<file path="config.mk">
export PLATFORM = sky130hd
export DESIGN_NAME = sdrc_top
export DESIGN_NICKNAME = d
export VERILOG_FILES = /design/src/logic/sdrc_pkg.sv /design/src/logic/sdrc_bank.sv /design/src/logic/sdrc_top.sv
export SDC_FILE = /design/constraint.sdc
export NUM_CORES = 1
export LEC_CHECK = 0
export ABC_CLOCK_PERIOD_IN_PS = 8900
export BUFFER_PORTS_ARGS = -buffer_cell sky130_fd_sc_hd__buf_2
export CORE_UTILIZATION = 35
export DETAILED_ROUTE_END_ITERATION = 16
export SLEW_MARGIN = 25
export SYNTH_ARGS = -nofsm -noshare
export SYNTH_HDL_FRONTEND = slang
export SYNTH_HIERARCHICAL = 1
export SYNTH_SLANG_ARGS = --single-unit
export TNS_END_PERCENT = 30
</file>
<file path="constraint.sdc">
create_clock -name core_clk -period 8.9 [get_ports core_clk]
set_input_delay 0 -clock core_clk [delete_from_list [all_inputs] [get_ports core_clk]]
set_output_delay 0 -clock core_clk [all_outputs]
set_load 0.05 [all_outputs]
</file>
<file path="src/logic/sdrc_pkg.sv">
`default_nettype none
package sdrc_pkg;
  localparam int CLK_NS = 40;
  localparam int T_RCD_NS = 60;
  localparam int T_RCD_CYC = (T_RCD_NS + CLK_NS - 1) / CLK_NS;
  localparam int T_RC_NS = 90;
  localparam int T_RC_CYC = (T_RC_NS + CLK_NS - 1) / CLK_NS;
  localparam logic [3:0] RCD_LOAD = 4'(T_RCD_CYC - 1);
  localparam logic [3:0] RC_LOAD = 4'(T_RC_CYC - 1);
  localparam logic [3:0] RD_LEAD = 4'h2;
  localparam logic [3:0] WR_LEAD = 4'h0;
  localparam logic [3:0] BEATS_M1 = 4'h3;
  localparam logic [3:0] CMD_NOP = 4'h7;
  localparam logic [3:0] CMD_ACT = 4'h3;
  localparam logic [3:0] CMD_RD = 4'h5;
  localparam logic [3:0] CMD_WR = 4'h4;
  localparam logic [3:0] CMD_PRE = 4'h2;
  localparam logic [3:0] CMD_REF = 4'h1;
  localparam logic [3:0] CMD_MRS = 4'h0;
  localparam logic [2:0] MODE_CL = 3'h3;
  localparam logic MODE_WRAP = 1'h1;
  localparam logic [2:0] MODE_BL = 3'h2;
  localparam logic [7:0] DQM_OFF = 8'hFF;
  localparam int BANK_BIT = 5;
  localparam int COL_LSB = 3;
  localparam logic [1:0] REG_CTRL = 2'h0;
  localparam logic [1:0] REG_STAT = 2'h1;
  localparam int CTRL_PIPE = 0;
  localparam int CTRL_REF = 1;
  localparam logic [1:0] CTRL_RESET = 2'h1;
  typedef enum logic [3:0] {
    S_IDLE, S_ACT, S_RCD, S_RW, S_LEAD, S_BURST, S_PRE,
    S_CPRE, S_CMRS, S_CDONE, S_REF, S_RWAIT
  } sdrc_bank_st_t;
endpackage
`default_nettype wire

</file>
<file path="src/logic/sdrc_bank.sv">
`default_nettype none
module sdrc_bank
  import sdrc_pkg::*;
(
  // Clock and reset
  input wire logic core_clk,
  input wire logic arst_n,
  // Requests
  input wire logic start,
  input wire logic is_wr,
  input wire logic is_burst,
  input wire logic cfg_go,
  input wire logic ref_go,
  input wire logic block,
  input wire logic hold,
  input wire logic grant,
  // Status and command request
  output logic [3:0] req,
  output logic take,
  output logic idle,
  output logic in_burst,
  output logic lead_ready,
  output logic rd_active,
  output logic cfg_active,
  output logic cfg_pre,
  output logic cfg_done,
  output logic refreshing,
  output logic [1:0] beat
);
  sdrc_bank_st_t state;
  logic [3:0] cnt;
  logic wr;
  logic burst;

  assign idle = (state == S_IDLE);
  assign take = idle && !cfg_go && !ref_go && start && !block;
  assign in_burst = (state == S_BURST);
  assign lead_ready = (state == S_LEAD) && (cnt == 4'h0);
  assign rd_active = !wr && (state inside {S_RW, S_LEAD, S_BURST});
  assign cfg_active = (state inside {S_CPRE, S_CMRS, S_CDONE});
  assign cfg_pre = (state == S_CPRE);
  assign cfg_done = (state == S_CDONE);
  assign refreshing = (state inside {S_REF, S_RWAIT});
  assign beat = 2'(BEATS_M1 - cnt);

  always_comb begin
    unique case (state)
      S_ACT: req = CMD_ACT;
      S_RW: req = wr ? CMD_WR : CMD_RD;
      S_PRE, S_CPRE: req = CMD_PRE;
      S_CMRS: req = CMD_MRS;
      S_REF: req = CMD_REF;
      default: req = CMD_NOP;
    endcase
  end

  always_ff @(posedge core_clk or negedge arst_n) begin
    if (!arst_n) begin
      wr <= 1'b0;
      burst <= 1'b0;
    end else if (take) begin
      wr <= is_wr;
      burst <= is_burst;
    end
  end

  always_ff @(posedge core_clk or negedge arst_n) begin
    if (!arst_n) begin
      state <= S_IDLE;
      cnt <= 4'h0;
    end else begin
      unique case (state)
        S_IDLE: begin
          if (cfg_go) state <= S_CPRE;
          else if (ref_go) state <= S_REF;
          else if (take) state <= S_ACT;
        end
        S_ACT: begin
          if (grant) begin
            state <= S_RCD;
            cnt <= RCD_LOAD;
          end
        end
        S_RCD: begin
          if (cnt == 4'h0) state <= S_RW;
          else cnt <= cnt - 4'h1;
        end
        S_RW: begin
          if (grant) begin
            state <= S_LEAD;
            cnt <= wr ? WR_LEAD : RD_LEAD;
          end
        end
        S_LEAD: begin
          if (cnt != 4'h0) cnt <= cnt - 4'h1;
          else if (!hold) begin
            state <= S_BURST;
            cnt <= burst ? BEATS_M1 : 4'h0;
          end
        end
        S_BURST: begin
          // Beats run back to back: no wait state inside a burst
          if (cnt == 4'h0) state <= S_PRE;
          else cnt <= cnt - 4'h1;
        end
        S_PRE: if (grant) state <= S_IDLE;
        S_CPRE: if (grant) state <= S_CMRS;
        S_CMRS: if (grant) state <= S_CDONE;
        S_CDONE: state <= S_IDLE;
        S_REF: begin
          if (grant) begin
            state <= S_RWAIT;
            cnt <= RC_LOAD;
          end
        end
        S_RWAIT: begin
          if (cnt == 4'h0) state <= S_IDLE;
          else cnt <= cnt - 4'h1;
        end
        default: state <= S_IDLE;
      endcase
    end
  end
endmodule // sdrc_bank
`default_nettype wire

</file>
<file path="src/logic/sdrc_top.sv">
// Added by the designer: the Wishbone register port and the register addresses.
`default_nettype none
module sdrc_top
  import sdrc_pkg::*;
#(
  parameter int ADDR_W = 32
) (
  // Clock and reset
  input wire logic core_clk,
  input wire logic arst_n,
  // Processor bus
  input wire logic addr_strobe_n,
  input wire logic cpu_write,
  input wire logic cpu_cache_n,
  input wire logic [ADDR_W-1:COL_LSB] cpu_addr,
  input wire logic [7:0] byte_lane_enables,
  input wire logic ext_burst_ready_n_n,
  output logic burst_ready_n,
  output logic next_addr_req_n,
  // Refresh timer
  input wire logic refresh_req_n,
  // SDRAM controls
  output logic sd_cs_n,
  output logic sd_ras_n,
  output logic sd_cas_n,
  output logic sd_we_n,
  output logic [7:0] sd_dqm,
  // Address mux controls
  output logic mux_row,
  output logic mux_all_banks,
  output logic mux_mode,
  output logic mux_bank,
  output logic [1:0] col_seq,
  output logic [6:0] mode_bits,
  // Wishbone slave
  input wire logic wb_cyc,
  input wire logic wb_stb,
  input wire logic wb_we,
  input wire logic [3:0] wb_adr,
  input wire logic [3:0] wb_sel,
  input wire logic [31:0] wb_dat_w,
  output logic [31:0] wb_dat_r,
  output logic wb_ack
);
  ////////////////////////////////////////////////////////////////////////
  // Decode of the processor cycle
  logic mode_hit;
  logic ads_a;
  logic ads_b;
  logic ads_cfg;
  assign mode_hit = cpu_addr[ADDR_W-1];
  assign ads_cfg = !addr_strobe_n && mode_hit;
  assign ads_a = !addr_strobe_n && !mode_hit && !cpu_addr[BANK_BIT];
  assign ads_b = !addr_strobe_n && !mode_hit && cpu_addr[BANK_BIT];

  // Nine flags
  logic rfrq;
  logic pend_a;
  logic pend_b;
  logic wr_a;
  logic wr_b;
  logic cache_a;
  logic cache_b;
  logic wait_a;
  logic wait_b;
  logic [7:0] be_a;
  logic [7:0] be_b;
  logic [1:0] col_a;
  logic [1:0] col_b;

  // Bank machine wiring
  logic [3:0] req_a;
  logic [3:0] req_b;
  logic take_a;
  logic take_b;
  logic idle_a;
  logic idle_b;
  logic burst_a;
  logic burst_b;
  logic ready_a;
  logic rd_a;
  logic rd_b;
  logic cfg_act;
  logic cfg_pre;
  logic cfg_done;
  logic ref_b;
  logic [1:0] beat_a;
  logic [1:0] beat_b;
  logic grant_a;
  logic grant_b;
  logic cfg_go;
  logic ref_go;

  // Configuration and refresh bookkeeping
  logic cfg_need;
  logic cfg_cpu;
  logic configured;
  logic rf_s1;
  logic rf_s2;

  // Registers
  logic [1:0] ctrl;
  logic sw_ref;

  // Registered outputs, and next_cmd that feeds sd_cmd
  logic [3:0] sd_cmd;
  logic [3:0] next_cmd;
  logic burst_ready_n_q;
  logic na_q;

  ////////////////////////////////////////////////////////////////////////
  // Access latches: a new strobe may arrive while a bank is busy
  always_ff @(posedge core_clk or negedge arst_n) begin
    if (!arst_n) begin
      pend_a <= 1'b0;
      pend_b <= 1'b0;
    end else begin
      if (ads_a) pend_a <= 1'b1;
      else if (take_a) pend_a <= 1'b0;
      if (ads_b) pend_b <= 1'b1;
      else if (take_b) pend_b <= 1'b0;
    end
  end

  always_ff @(posedge core_clk or negedge arst_n) begin
    if (!arst_n) begin
      wr_a <= 1'b0;
      cache_a <= 1'b0;
      be_a <= 8'h00;
      col_a <= 2'h0;
    end else if (ads_a) begin
      wr_a <= cpu_write;
      cache_a <= !cpu_cache_n;
      be_a <= byte_lane_enables;
      col_a <= cpu_addr[COL_LSB+1:COL_LSB];
    end
  end

  always_ff @(posedge core_clk or negedge arst_n) begin
    if (!arst_n) begin
      wr_b <= 1'b0;
      cache_b <= 1'b0;
      be_b <= 8'h00;
      col_b <= 2'h0;
    end else if (ads_b) begin
      wr_b <= cpu_write;
      cache_b <= !cpu_cache_n;
      be_b <= byte_lane_enables;
      col_b <= cpu_addr[COL_LSB+1:COL_LSB];
    end
  end

  always_ff @(posedge core_clk or negedge arst_n) begin
    if (!arst_n) begin
      wait_a <= 1'b0;
      wait_b <= 1'b0;
    end else begin
      wait_a <= burst_a;
      wait_b <= burst_b;
    end
  end

  ////////////////////////////////////////////////////////////////////////
  // Refresh: latch, then two-stage synchroniser before bank B sees it
  always_ff @(posedge core_clk or negedge arst_n) begin
    if (!arst_n) begin
      rfrq <= 1'b0;
      rf_s1 <= 1'b0;
      rf_s2 <= 1'b0;
    end else begin
      if (!refresh_req_n || sw_ref) rfrq <= 1'b1;
      else if (ref_go && idle_b) rfrq <= 1'b0;
      rf_s1 <= rfrq;
      rf_s2 <= rf_s1;
    end
  end

  // Refresh covers both banks, so bank A must stand idle
  assign ref_go = rf_s2 && configured && idle_a && !cfg_go;

  ////////////////////////////////////////////////////////////////////////
  // Configuration: due after reset, or on a processor hit to mode space
  always_ff @(posedge core_clk or negedge arst_n) begin
    if (!arst_n) begin
      cfg_need <= 1'b1;
      cfg_cpu <= 1'b0;
      configured <= 1'b0;
    end else begin
      if (cfg_done) cfg_need <= 1'b0;
      if (ads_cfg) cfg_cpu <= 1'b1;
      else if (cfg_done) cfg_cpu <= 1'b0;
      if (cfg_done) configured <= 1'b1;
    end
  end

  assign cfg_go = (cfg_need || cfg_cpu) && idle_b && !ref_b;

  ////////////////////////////////////////////////////////////////////////
  // Two bank machines sharing one command bus; bank A has priority
  assign grant_a = (req_a != CMD_NOP);
  assign grant_b = (req_b != CMD_NOP) && !grant_a;

  sdrc_bank u_bank_a (
    .core_clk(core_clk),
    .arst_n(arst_n),
    .start(pend_a && configured),
    .is_wr(wr_a),
    .is_burst(cache_a),
    .cfg_go(cfg_go),
    .ref_go(1'b0),
    .block(ref_b || ref_go),
    .hold(burst_b && beat_b != 2'h3),
    .grant(grant_a),
    .req(req_a),
    .take(take_a),
    .idle(idle_a),
    .in_burst(burst_a),
    .lead_ready(ready_a),
    .rd_active(rd_a),
    .cfg_active(cfg_act),
    .cfg_pre(cfg_pre),
    .cfg_done(cfg_done),
    .refreshing(),
    .beat(beat_a)
  );

  sdrc_bank u_bank_b (
    .core_clk(core_clk),
    .arst_n(arst_n),
    .start(pend_b && configured),
    .is_wr(wr_b),
    .is_burst(cache_b),
    .cfg_go(1'b0),
    .ref_go(ref_go),
    .block(cfg_act || cfg_go),
    .hold((burst_a && beat_a != 2'h3) || ready_a), // Last beat hands over
    .grant(grant_b),
    .req(req_b),
    .take(take_b),
    .idle(idle_b),
    .in_burst(burst_b),
    .lead_ready(),
    .rd_active(rd_b),
    .cfg_active(),
    .cfg_pre(),
    .cfg_done(),
    .refreshing(ref_b),
    .beat(beat_b)
  );

  ////////////////////////////////////////////////////////////////////////
  // Shared registered output decoder; clock enable is left to the board
  assign next_cmd = grant_a ? req_a : req_b;

  always_ff @(posedge core_clk or negedge arst_n) begin
    if (!arst_n) begin
      sd_cmd <= CMD_NOP;
      mux_row <= 1'b0;
      mux_all_banks <= 1'b0;
      mux_mode <= 1'b0;
      mux_bank <= 1'b0;
    end else begin
      sd_cmd <= next_cmd;
      mux_row <= (next_cmd == CMD_ACT);
      mux_all_banks <= grant_a && cfg_pre;
      mux_mode <= (next_cmd == CMD_MRS);
      mux_bank <= grant_b;
    end
  end

  assign sd_cs_n = sd_cmd[3];
  assign sd_ras_n = sd_cmd[2];
  assign sd_cas_n = sd_cmd[1];
  assign sd_we_n = sd_cmd[0];
  assign mode_bits = mux_mode ? {MODE_CL, MODE_WRAP, MODE_BL} : 7'h00;

  // Masks: open while either bank reads, otherwise byte lanes for single writes
  always_ff @(posedge core_clk or negedge arst_n) begin
    if (!arst_n) begin
      sd_dqm <= DQM_OFF;
    end else if (rd_a || rd_b) begin
      sd_dqm <= 8'h00;
    end else if (next_cmd == CMD_WR) begin
      if (grant_a) sd_dqm <= cache_a ? 8'h00 : ~be_a;
      else sd_dqm <= cache_b ? 8'h00 : ~be_b;
    end else begin
      sd_dqm <= DQM_OFF;
    end
  end

  // Later burst addresses: opening column XOR beat gives interleaved wrap
  always_ff @(posedge core_clk or negedge arst_n) begin
    if (!arst_n) begin
      col_seq <= 2'h0;
    end else if (burst_a) begin
      col_seq <= col_a ^ beat_a;
    end else if (burst_b) begin
      col_seq <= col_b ^ beat_b;
    end
  end

  // Terminations; next-address pulses on a burst's first beat
  always_ff @(posedge core_clk or negedge arst_n) begin
    if (!arst_n) begin
      burst_ready_n_q <= 1'b0;
      na_q <= 1'b0;
    end else begin
      burst_ready_n_q <= burst_a || burst_b || (cfg_done && cfg_cpu);
      na_q <= ctrl[CTRL_PIPE] && ((burst_a && beat_a == 2'h0) ||
                                  (burst_b && beat_b == 2'h0));
    end
  end

  // Other sources join ours here; any low input ends the transfer
  assign burst_ready_n = !burst_ready_n_q && ext_burst_ready_n_n;
  assign next_addr_req_n = !na_q;

  ////////////////////////////////////////////////////////////////////////
  // Wishbone slave, one wait state, unmapped reads return zero
  logic wb_hit;
  assign wb_hit = wb_cyc && wb_stb;

  always_ff @(posedge core_clk or negedge arst_n) begin
    if (!arst_n) begin
      wb_ack <= 1'b0;
      wb_dat_r <= 32'h0000_0000;
    end else begin
      wb_ack <= wb_hit && !wb_ack;
      if (wb_adr[3:2] == REG_CTRL) wb_dat_r <= {30'h0, 1'b0, ctrl[CTRL_PIPE]};
      else if (wb_adr[3:2] == REG_STAT)
        wb_dat_r <= {28'h0, rfrq, !idle_b, !idle_a, configured};
      else wb_dat_r <= 32'h0000_0000;
    end
  end

  // Write lands on the edge where the master sees ack
  always_ff @(posedge core_clk or negedge arst_n) begin
    if (!arst_n) begin
      ctrl <= CTRL_RESET;
      sw_ref <= 1'b0;
    end else begin
      sw_ref <= 1'b0;
      if (wb_hit && wb_ack && wb_we && wb_sel[0] && wb_adr[3:2] == REG_CTRL) begin
        ctrl[CTRL_PIPE] <= wb_dat_w[CTRL_PIPE];
        sw_ref <= wb_dat_w[CTRL_REF];
      end
    end
  end
endmodule // sdrc_top
`default_nettype wire

</file>
==> summary.md, run 1 <==
| Metric | Value |
|---|---|
| Outcome | completed |
| Final Hold Vio Count | 0 |
| Crit path launch type | flip-flop |
| # Post-CTS Setup Buffers | 0 |
| Max VDD drop | 0.104 mV |
| Core footprint | 0.0126 mm2 |
| Die Width | 116 um |
| Reg area | 0.00199 mm2 |
| Drt drc | 0 |
| WL met1 | 4.56 mm |
| Leak | 2.34 nW |
| DR vias | 3478 |
| DP HPWL | 6.76 mm |
| First-pass GRT wire length | 15.8 mm |
| Fmax | 0.247 GHz |
| Clock Latency Late Sink | 0.34 ns |
| Placed insts | 664 |
| FILL cells | 1251 |
| Max-cap viol count | 0 |
| Reg clk slew, reported paths | 0.06 ns |
| CP Cell Sequence | nand2b_1, o21ai_0, o21ai_0, and4b_1, inv_2, a31oi_1, a211oi_1, o32ai_1, a21boi_2, mux2_2 |
| Vias in the first global route | 3158 |
| Met2 wire length | 4.80 mm |
| Die area | 0.0134 mm2 |
| Highest metal used | met4 |
| Worst-Margin Slew | 0.768 ns |
| Setup Total Neg Slack | 0 ns |
| CP max FO | 21 |
| Clock Skews | 0.00564 ns |
| Top cell by count, worst path | o21ai_0 |
| Die height | 116 um |
| Max Slew Vio Count | 0 |
| Final wirelength | 9.84 mm |
| IO buf count | 55 |
| Overall Global Routing Usage | 15.2% |
| Routed wire per std cell | 14.0 um |
| Clock Path Buffers | 2 |
| Setup Viol. Count Final | 0 |
| Met3 routed WL | 318 um |
| Num rows | 41 |
| RSZ-0062 raised after global routing | no |
| Fin crit share | 45.4% |
| CTS tree | built |
| Post-Syn Area per Cell | 9.92 um2 |
| CTS buffer count | 9 |
| Avg Vias per Cell | 4.95 |
| Syn Inst Count | 457 |
| Gr ovfl total | 0 |
| Worst slew margin | 48.3% |
| Synth Cell Area | 0.00453 mm2 |
| Antenna-violating nets left | 0 |
| Antenna violations before repair | 0 |
| Initial cell density of the core | 35.9% |
| N_diodes | 0 |
| # resized after CTS | 0 |
| WP data arrival | 4.27 ns |
| Largest net degree at the start of global routing | 80 |
| Gp weighted congestion | 0.823 |
| Clock sinks | 79 |
| Share of cells above drive strength 1 | 25.8% |
| Root Buffer | clkbuf_16 |
| H-tree Lvls | 3 |
| Slowest cell on the critical path | o21ai_0 |
| Yosys warnings | 6 |
| Area taken by multi-input logic gates | 0.00221 mm2 |
| Tmin final | 4.04 ns |
| DRT iter0 DRCs | 219 |
| Min-delay worst type | in -> reg |
| Reg-to-reg slack, setup | 4.86 ns |
| Post-Layout Cell Count | 703 |
| Synth-to-Final Area Change | 17.3% |
| CP required | 9.13 ns |
| Crit-path max cell delay | 0.63 ns |
| Final #Nets | 616 |
| Worst setup EP type | flip-flop |
| I/O Pins | 147 |
| Pwr dens | 365 mW/mm2 |
| Pre-antenna DRT Iters | 4 |
| Critical path class | reg -> reg |
layout make-up:
cell class,instances,area share [%]
clock buffers,9,4.23
clock inverters,7,1.62
inverters,21,1.48
multi-input cells,337,41.5
flip-flops and latches,79,37.5
well taps,172,4.05
repair buffers,78,9.62
cell usage in the layout, fill, tap and decap left out, types with 4 or more instances in the layout:
master / instances
a21o_1: 5
nand2b_1: 9
mux2i_1: 5
nand2_1: 31
conb_1: 40
clkbuf_16: 9
dlygate4sd3_1: 23
inv_1: 20
buf_2: 54
or3_1: 16
nor2_1: 35
xor2_1: 4
a21oi_1: 12
o22ai_1: 5
nor2b_1: 13
o21ai_0: 23
and2_1: 6
dfrtp_1: 66
nor3_1: 8
mux2_2: 31
dfstp_2: 13
a31oi_1: 15
metal layers:
| metal | up-vias | track usage, % |
|---|---|---|
| met4 | 0 | 6.32 |
| met3 | 9 | 2.67 |
| met5 | - | 0 |
| li1 | 1696 | - |
| met1 | 1700 | 20.5 |
| met2 | 73 | 24.1 |
what timing repair did:
item	CTS	global route
hold buffers	23	0
endpoints found under the hold margin	99	0
setup endpoints to repair	0	0
state kept, by name, summed over array words and instances (netlist names), 2 cells and up:
name and flops:
u_bank_a/cnt 4, sd_dqm 8, be_b 8, sd_cmd 4
u_bank_b/state 4, u_bank_a/state 4, col_seq 2, u_bank_b/cnt 4
be_a 8, col_a 2, col_b 2, wb_dat_r 4
through the flow:
stage          total power [mW]  instance area, um2  util, %  hold WS (ns)  worst slack (ns)
2_1_floorplan              1.38                4670        -        -0.296              5.73
3_3_place_gp               1.52                4760     37.7         0.190              4.89
3_5_place_dp               1.54                4770     37.8         0.192              4.88
4_1_cts                    1.94                5320     42.1        0.0685              4.86
5_1_grt                    2.07                5320     42.2        0.0891              4.51
6_report                   1.94                5320     42.2        0.0664              4.86
critical path: cells and delay by family, from the launching register on:
kind | cells | cell delay, ns
flip-flops | 1 | 0.62
AND/OR/NAND/NOR | 2 | 0.73
multiplexers | 1 | 0.34
AO/OA/AOI/OAI | 6 | 2.02
buffers and inverters | 1 | 0.19
where the power goes:
group | switching [mW] | internal (mW)
Sequential | 0.143 | 0.484
Combinational | 0.578 | 0.350
Clock | 0.161 | 0.224
Total | 0.882 | 1.06
final timing paths:
kind / startpoint / to / depth (start not counted)
max in group asynchronous: arst_n / rf_s1 / 2
min in group asynchronous: arst_n / mux_row / 2
worst max-delay path: u_bank_a/state[0] / u_bank_b/cnt[0] / 10
worst max register to register: u_bank_a/state[0] / u_bank_b/cnt[0] / 10
worst min register to register: rf_s1 / rf_s2 / 0
worst min-delay path: cpu_addr[5] / cache_a / 4
No activity file was read; power rests on OpenSTA's default activity.
==> run 2, diff against run 1 <==
Settings changed: ABC_CLOCK_PERIOD_IN_PS 8900 to 3800.
Clock period 8.9 ns to 3.8 ns, I/O delays scaled along.
==> run 2 against run 1 <==
Against the previous run: wire length grew 2.6%; critical path depth stayed put; first-iteration DRC count up 31%; utilization up 0.59 points; non-clock buffer count increased by 11; clock-buffer cell count increased by 1; global-route usage increased by 0.57 points; flip-flop and latch count unchanged; combinational power grew to 2.5 times the previous value; sequential share of layout area shrank 0.52 points; clock skew grew 0.0017 ns; via count grew 2.4%; critical endpoint unchanged.
==> summary.md, run 2 (same netlist as run 1, synthesis figures left out) <==
| Metric | Value |
|---|---|
| Min-delay worst type | in -> reg |
| Root Buffer | clkbuf_16 |
| Fmax | 0.304 GHz |
| Routed wire per std cell | 14.1 um |
| Worst reg2reg path endpoint | u_bank_b/cnt[0] |
| Tmin final | 3.29 ns |
| Pre-antenna DRT Iters | 4 |
| Avg Vias per Cell | 4.99 |
| Worst setup path startpoint | u_bank_a/state[1] |
| Int Power | 2.55 mW |
| Setup Total Neg Slack | 0 ns |
| Initial cell density of the core | 35.9% |
| N_diodes | 0 |
| Setup Viol. Count Final | 0 |
| Post-route cell area | 0.00540 mm2 |
| Placement-stage cell area | 0.00486 mm2 |
| Leak | 2.39 nW |
| Gp weighted congestion | 0.836 |
| Worst setup margin | 0.507 ns |
| Drt drc | 0 |
| WP data arrival | 3.51 ns |
| Num rows | 41 |
| Reg-to-reg startpoint | u_bank_a/state[1] |
| Overall Global Routing Usage | 15.8% |
| Switch Pwr | 2.08 mW |
| Share of cells above drive strength 1 | 27.1% |
| Clock Latency Late Sink | 0.34 ns |
| Pwr dens | 858 mW/mm2 |
| Die area | 0.0134 mm2 |
| Final wirelength | 10.1 mm |
| H-tree Lvls | 3 |
| Die height | 116 um |
| Largest regs | be_a (8), be_b (8), sd_dqm (8) |
| FILL cells | 1252 |
| Outcome | completed |
| Max Slew Vio Count | 0 |
| DRT iter0 DRCs | 287 |
| Layout Utilization | 42.8% |
| Largest net degree at the start of global routing | 80 |
| Clock Power Share | 19.2% |
| Die Width | 116 um |
| Max VDD drop | 0.269 mV |
| Place WS | 0.529 ns |
| Reg-to-reg slack, setup | 0.51 ns |
| CP max FO | 15 |
| Comb pwr share | 50.2% |
| Antenna violations before repair | 0 |
| # Post-CTS Setup Buffers | 0 |
| Sw Ratio | 44.9% |
| Antenna-violating nets left | 0 |
| First-pass GRT wire length | 16.3 mm |
| R2r worst-path depth | 10 |
| CTS tree | built |
| DR vias | 3561 |
| Crit path launch type | flip-flop |
| Most frequent cells in the layout | dfrtp_1, buf_2, conb_1 |
| Reg clk slew, reported paths | 0.06 ns |
| CTS buffer count | 9 |
| Post-CTS Hold Buffers | 23 |
| Critical path class | reg -> reg |
| Clock Skews | 0.00730 ns |
| Worst-Margin Slew | 0.790 ns |
| Final Hold Vio Count | 0 |
| # resized after CTS | 0 |
| Reg area | 0.00199 mm2 |
| DP HPWL | 7.00 mm |
| Vias in the first global route | 3329 |
| IO buf count | 55 |
| Final #Nets | 627 |
| Worst setup EP type | flip-flop |
| Max-cap viol count | 0 |
| RSZ-0062 raised after global routing | no |
| Clock Path Buffers | 2 |
| I/O Pins | 147 |
| CP required | 4.02 ns |
| Clock sinks | 79 |
| Gr ovfl total | 0 |
| Fin crit share | 86.7% |
| Core footprint | 0.0126 mm2 |
| Setup crit end | u_bank_b/cnt[0] |
| Fin Hold WS | 0.0820 ns |
| Worst slew margin | 47.2% |
| Most common cell after layout, fill and taps aside | dfrtp_1 |
| Area taken by multi-input logic gates | 0.00221 mm2 |
| Reg power frac | 30.5% |
| Synth-to-Final Area Change | 19.0% |
-- run 2: power by group through the flow --
stage          registers (mW)  clock network, mW  logic, mW
2_1_floorplan            1.57                  0       1.66
5_1_grt                  1.45              0.949       2.55
6_report                 1.41              0.891       2.32
3_5_place_dp             1.42                  0       2.29
3_3_place_gp             1.42                  0       2.24
4_1_cts                  1.41              0.915       2.32
-- run 2: per-stage QoR --
stage	total power [mW]	cells
2_1_floorplan	3.23	494
3_3_place_gp	3.66	675
3_5_place_dp	3.71	675
4_1_cts	4.64	714
5_1_grt	4.95	714
6_report	4.63	714
-- run 2: cell type report --
cell class | instances | share of cell area, %
flip-flops and latches | 79 | 36.9
clock inverters | 6 | 1.39
clock buffers | 10 | 4.24
inverters | 21 | 1.46
multi-input cells | 337 | 41.0
repair buffers | 89 | 11.0
well taps | 172 | 3.99
-- run 2: layer usage --
layer | vias to the layer above | part of all wire [%] | track usage, %
li1 | 1719 | - | -
met4 | 0 | 2.3 | 6.84
met3 | 18 | 3.9 | 3.29
met1 | 1723 | 45 | 20.4
met5 | - | 0 | 0
met2 | 101 | 49 | 25.5
-- run 2: how the worst min path moves through the flow --
stage                      from     endpoint  slack (ns)  cells after the start
floorplan                arst_n      be_a[0]       -0.30                      0
finish              cpu_addr[5]      cache_a        0.08                      4
global placement      wb_adr[3]  wb_dat_r[0]        0.19                      2
CTS                 cpu_addr[5]      cache_a        0.07                      4
global route          wb_sel[0]       sw_ref         0.1                      4
detailed placement    wb_adr[3]  wb_dat_r[0]        0.19                      2
-- run 2: critical path, cell delays in order, from the launching register on --
cell      delay [ns]
dfrtp_1         0.63
nand2b_1        0.21
o21ai_0         0.08
o21ai_0         0.35
and4b_1         0.45
inv_2           0.06
a31oi_1         0.22
a211oi_1        0.11
o32ai_1         0.44
a21boi_2        0.27
mux2_2          0.35
==> run 3, diff against run 2 <==
Settings changed: CELL_PAD_IN_SITES_DETAIL_PLACEMENT set to 1, CELL_PAD_IN_SITES_GLOBAL_PLACEMENT set to 1, PLACE_DENSITY_LB_ADDON set to 0.1.
==> run 3 against run 2 <==
Against the previous run: largest power group unchanged; via count is 0.51% lower; critical endpoint is now u_bank_b/cnt[1]; clock skew barely moved; non-clock buffer count is 6 higher.
==> summary.md, run 3 (same netlist as run 1, synthesis figures left out) <==
| Metric | Value |
|---|---|
| DP HPWL | 8.04 mm |
| Clock Path Buffers | 2 |
| CTS buffer count | 9 |
| Worst setup EP type | flip-flop |
| Antenna violations before repair | 0 |
| Antenna-violating nets left | 0 |
| Die area | 0.0134 mm2 |
| Drt drc | 0 |
| Num rows | 41 |
| Routed wire per std cell | 15.8 um |
| Worst reg2reg path endpoint | u_bank_b/cnt[1] |
| CP required | 4.03 ns |
| R2r worst-path depth | 10 |
| Clock Skews | 0.00714 ns |
| Vias in the first global route | 3643 |
| Worst path buffer plus inverter count | 1 |
| First-pass GRT wire length | 19.3 mm |
| FILL cells | 1450 |
| Share of cells above drive strength 1 | 28.1% |
| Final wirelength | 11.4 mm |
| CP Cell Sequence | nand2b_1, o21ai_0, o21ai_0, and4b_1, inv_2, a31oi_1, a211oi_1, o32ai_1, a21boi_2, mux2_2 |
| Crit path launch type | flip-flop |
| Final #Nets | 633 |
| Gr ovfl total | 0 |
| Fin crit share | 81.7% |
| IO buf count | 55 |
| Avg Vias per Cell | 4.92 |
| Core footprint | 0.0126 mm2 |
| N_diodes | 0 |
| Placed insts | 682 |
| Max Slew Vio Count | 0 |
| Gp weighted congestion | 0.806 |
| Leak | 2.41 nW |
| Fmax | 0.322 GHz |
| Crit-path max cell delay | 0.66 ns |
| # Post-CTS Setup Buffers | 0 |
| Min-delay worst type | in -> reg |
| Pre-antenna DRT Iters | 5 |
| Root Buffer | clkbuf_16 |
| H-tree Lvls | 3 |
| I/O Pins | 147 |
| Largest regs | be_a (8), be_b (8), sd_dqm (8) |
| Worst slew margin | 51.1% |
| Die Width | 116 um |
| Post-Layout Cell Count | 720 |
| Worst Hold Depth | 4 |
| DRT iter0 DRCs | 264 |
| Worst-Margin Slew | 0.734 ns |
| Most frequent cells in the layout | dfrtp_1, buf_2, conb_1 |
| Post-route cell area | 0.00543 mm2 |
| Hold path start | wb_sel[0] |
| Critical path class | reg -> reg |
| Tot Pwr | 4.72 mW |
| Pwr dens | 870 mW/mm2 |
| DR vias | 3543 |
| Max VDD drop | 0.350 mV |
| CTS tree | built |
| Setup Viol. Count Final | 0 |
| Reg-to-reg startpoint | u_bank_a/state[1] |
| Setup Total Neg Slack | 0 ns |
| Clock Latency Late Sink | 0.34 ns |
| Most common cell after layout, fill and taps aside | dfrtp_1 |
| Reg clk slew, reported paths | 0.06 ns |
| Initial cell density of the core | 35.9% |
| Hold Crit Endpoint | sw_ref |
| CP max FO | 15 |
| Final Hold Vio Count | 0 |
| Clock sinks | 79 |
| Slowest cell on the critical path | dfrtp_1 |
| Overall Global Routing Usage | 18.9% |
| Max-cap viol count | 0 |
| Synth-to-Final Area Change | 19.6% |
| Die height | 116 um |
| RSZ-0062 raised after global routing | no |
| CP delay by family, top | compound AO/OA/AOI/OAI gates |
| Largest net degree at the start of global routing | 80 |
| Outcome | completed |
| Tmin final | 3.11 ns |
| Placement-stage cell area | 0.00490 mm2 |
| Reg-to-reg slack, setup | 0.69 ns |
| Top cell by count, worst path | o21ai_0 |
| WP data arrival | 3.33 ns |
## run 3: metrics by stage
stage	setup slack [ns]	util [%]	hold WS (ns)
after floorplan	0.627	-	-0.296
after global placement	0.766	38.8	0.189
after detailed placement	0.717	38.9	0.191
after CTS	0.695	43.0	0.0803
after global routing	0.449	43.0	0.110
final	0.695	43.0	0.0842
## run 3: worst max-delay path by stage
stage                                 start         endpoint  slack, ns  cells past startpoint
after floorplan           u_bank_a/state[2]  u_bank_b/cnt[0]       0.63                     13
after global placement    u_bank_a/state[1]  u_bank_b/cnt[1]       0.77                     10
after detailed placement  u_bank_a/state[1]  u_bank_b/cnt[1]       0.72                     10
after CTS                 u_bank_a/state[1]  u_bank_b/cnt[1]       0.69                     10
after global routing      u_bank_a/state[1]  u_bank_b/cnt[0]       0.45                     10
final                     u_bank_a/state[1]  u_bank_b/cnt[1]       0.69                     10
## run 3: repair_timing
| action | 4_1_cts | 5_1_grt |
|---|---|---|
| hold buffers | 22 | 0 |
| gates resized for setup | 0 | 0 |
| endpoints found under the setup margin | 0 | 0 |
| endpoints found under the hold margin | 99 | 0 |
## run 3: area by class of cell
cell class | count | area (um2) | share of cell area, %
Clock buffer | 10 | 229 | 4.22
Clock inverter | 6 | 68.8 | 1.27
Inverter | 21 | 78.8 | 1.45
Multi-Input combinational cell | 337 | 2200 | 40.6
Sequential cell | 79 | 1990 | 36.7
Tap cell | 172 | 215 | 3.97
Timing Repair Buffer | 95 | 637 | 11.7
## run 3: worst reg2reg max path, cell delays in order (launching register included)
cell      delay, ns
dfrtp_1        0.66
nand2b_1       0.23
o21ai_0        0.08
o21ai_0        0.35
and4b_1        0.30
inv_2          0.09
a31oi_1        0.21
a211oi_1       0.12
o32ai_1        0.34
a21boi_2       0.26
mux2_2         0.35
## run 3: where the power goes
part	switching (mW)	internal, mW	leakage, nW
registers	0.265	1.14	0.933
clock network	0.369	0.514	0.143
logic	1.50	0.936	1.33
## run 3: layer usage
metal / vias up / share of wire [%] / track usage (%)
li1: 1724 / - / -
met1: 1745 / 47 / 25.5
met2: 63 / 48 / 30.3
met3: 11 / 3.2 / 3.40
met4: 0 / 1.5 / 6.75
met5: - / 0 / 0
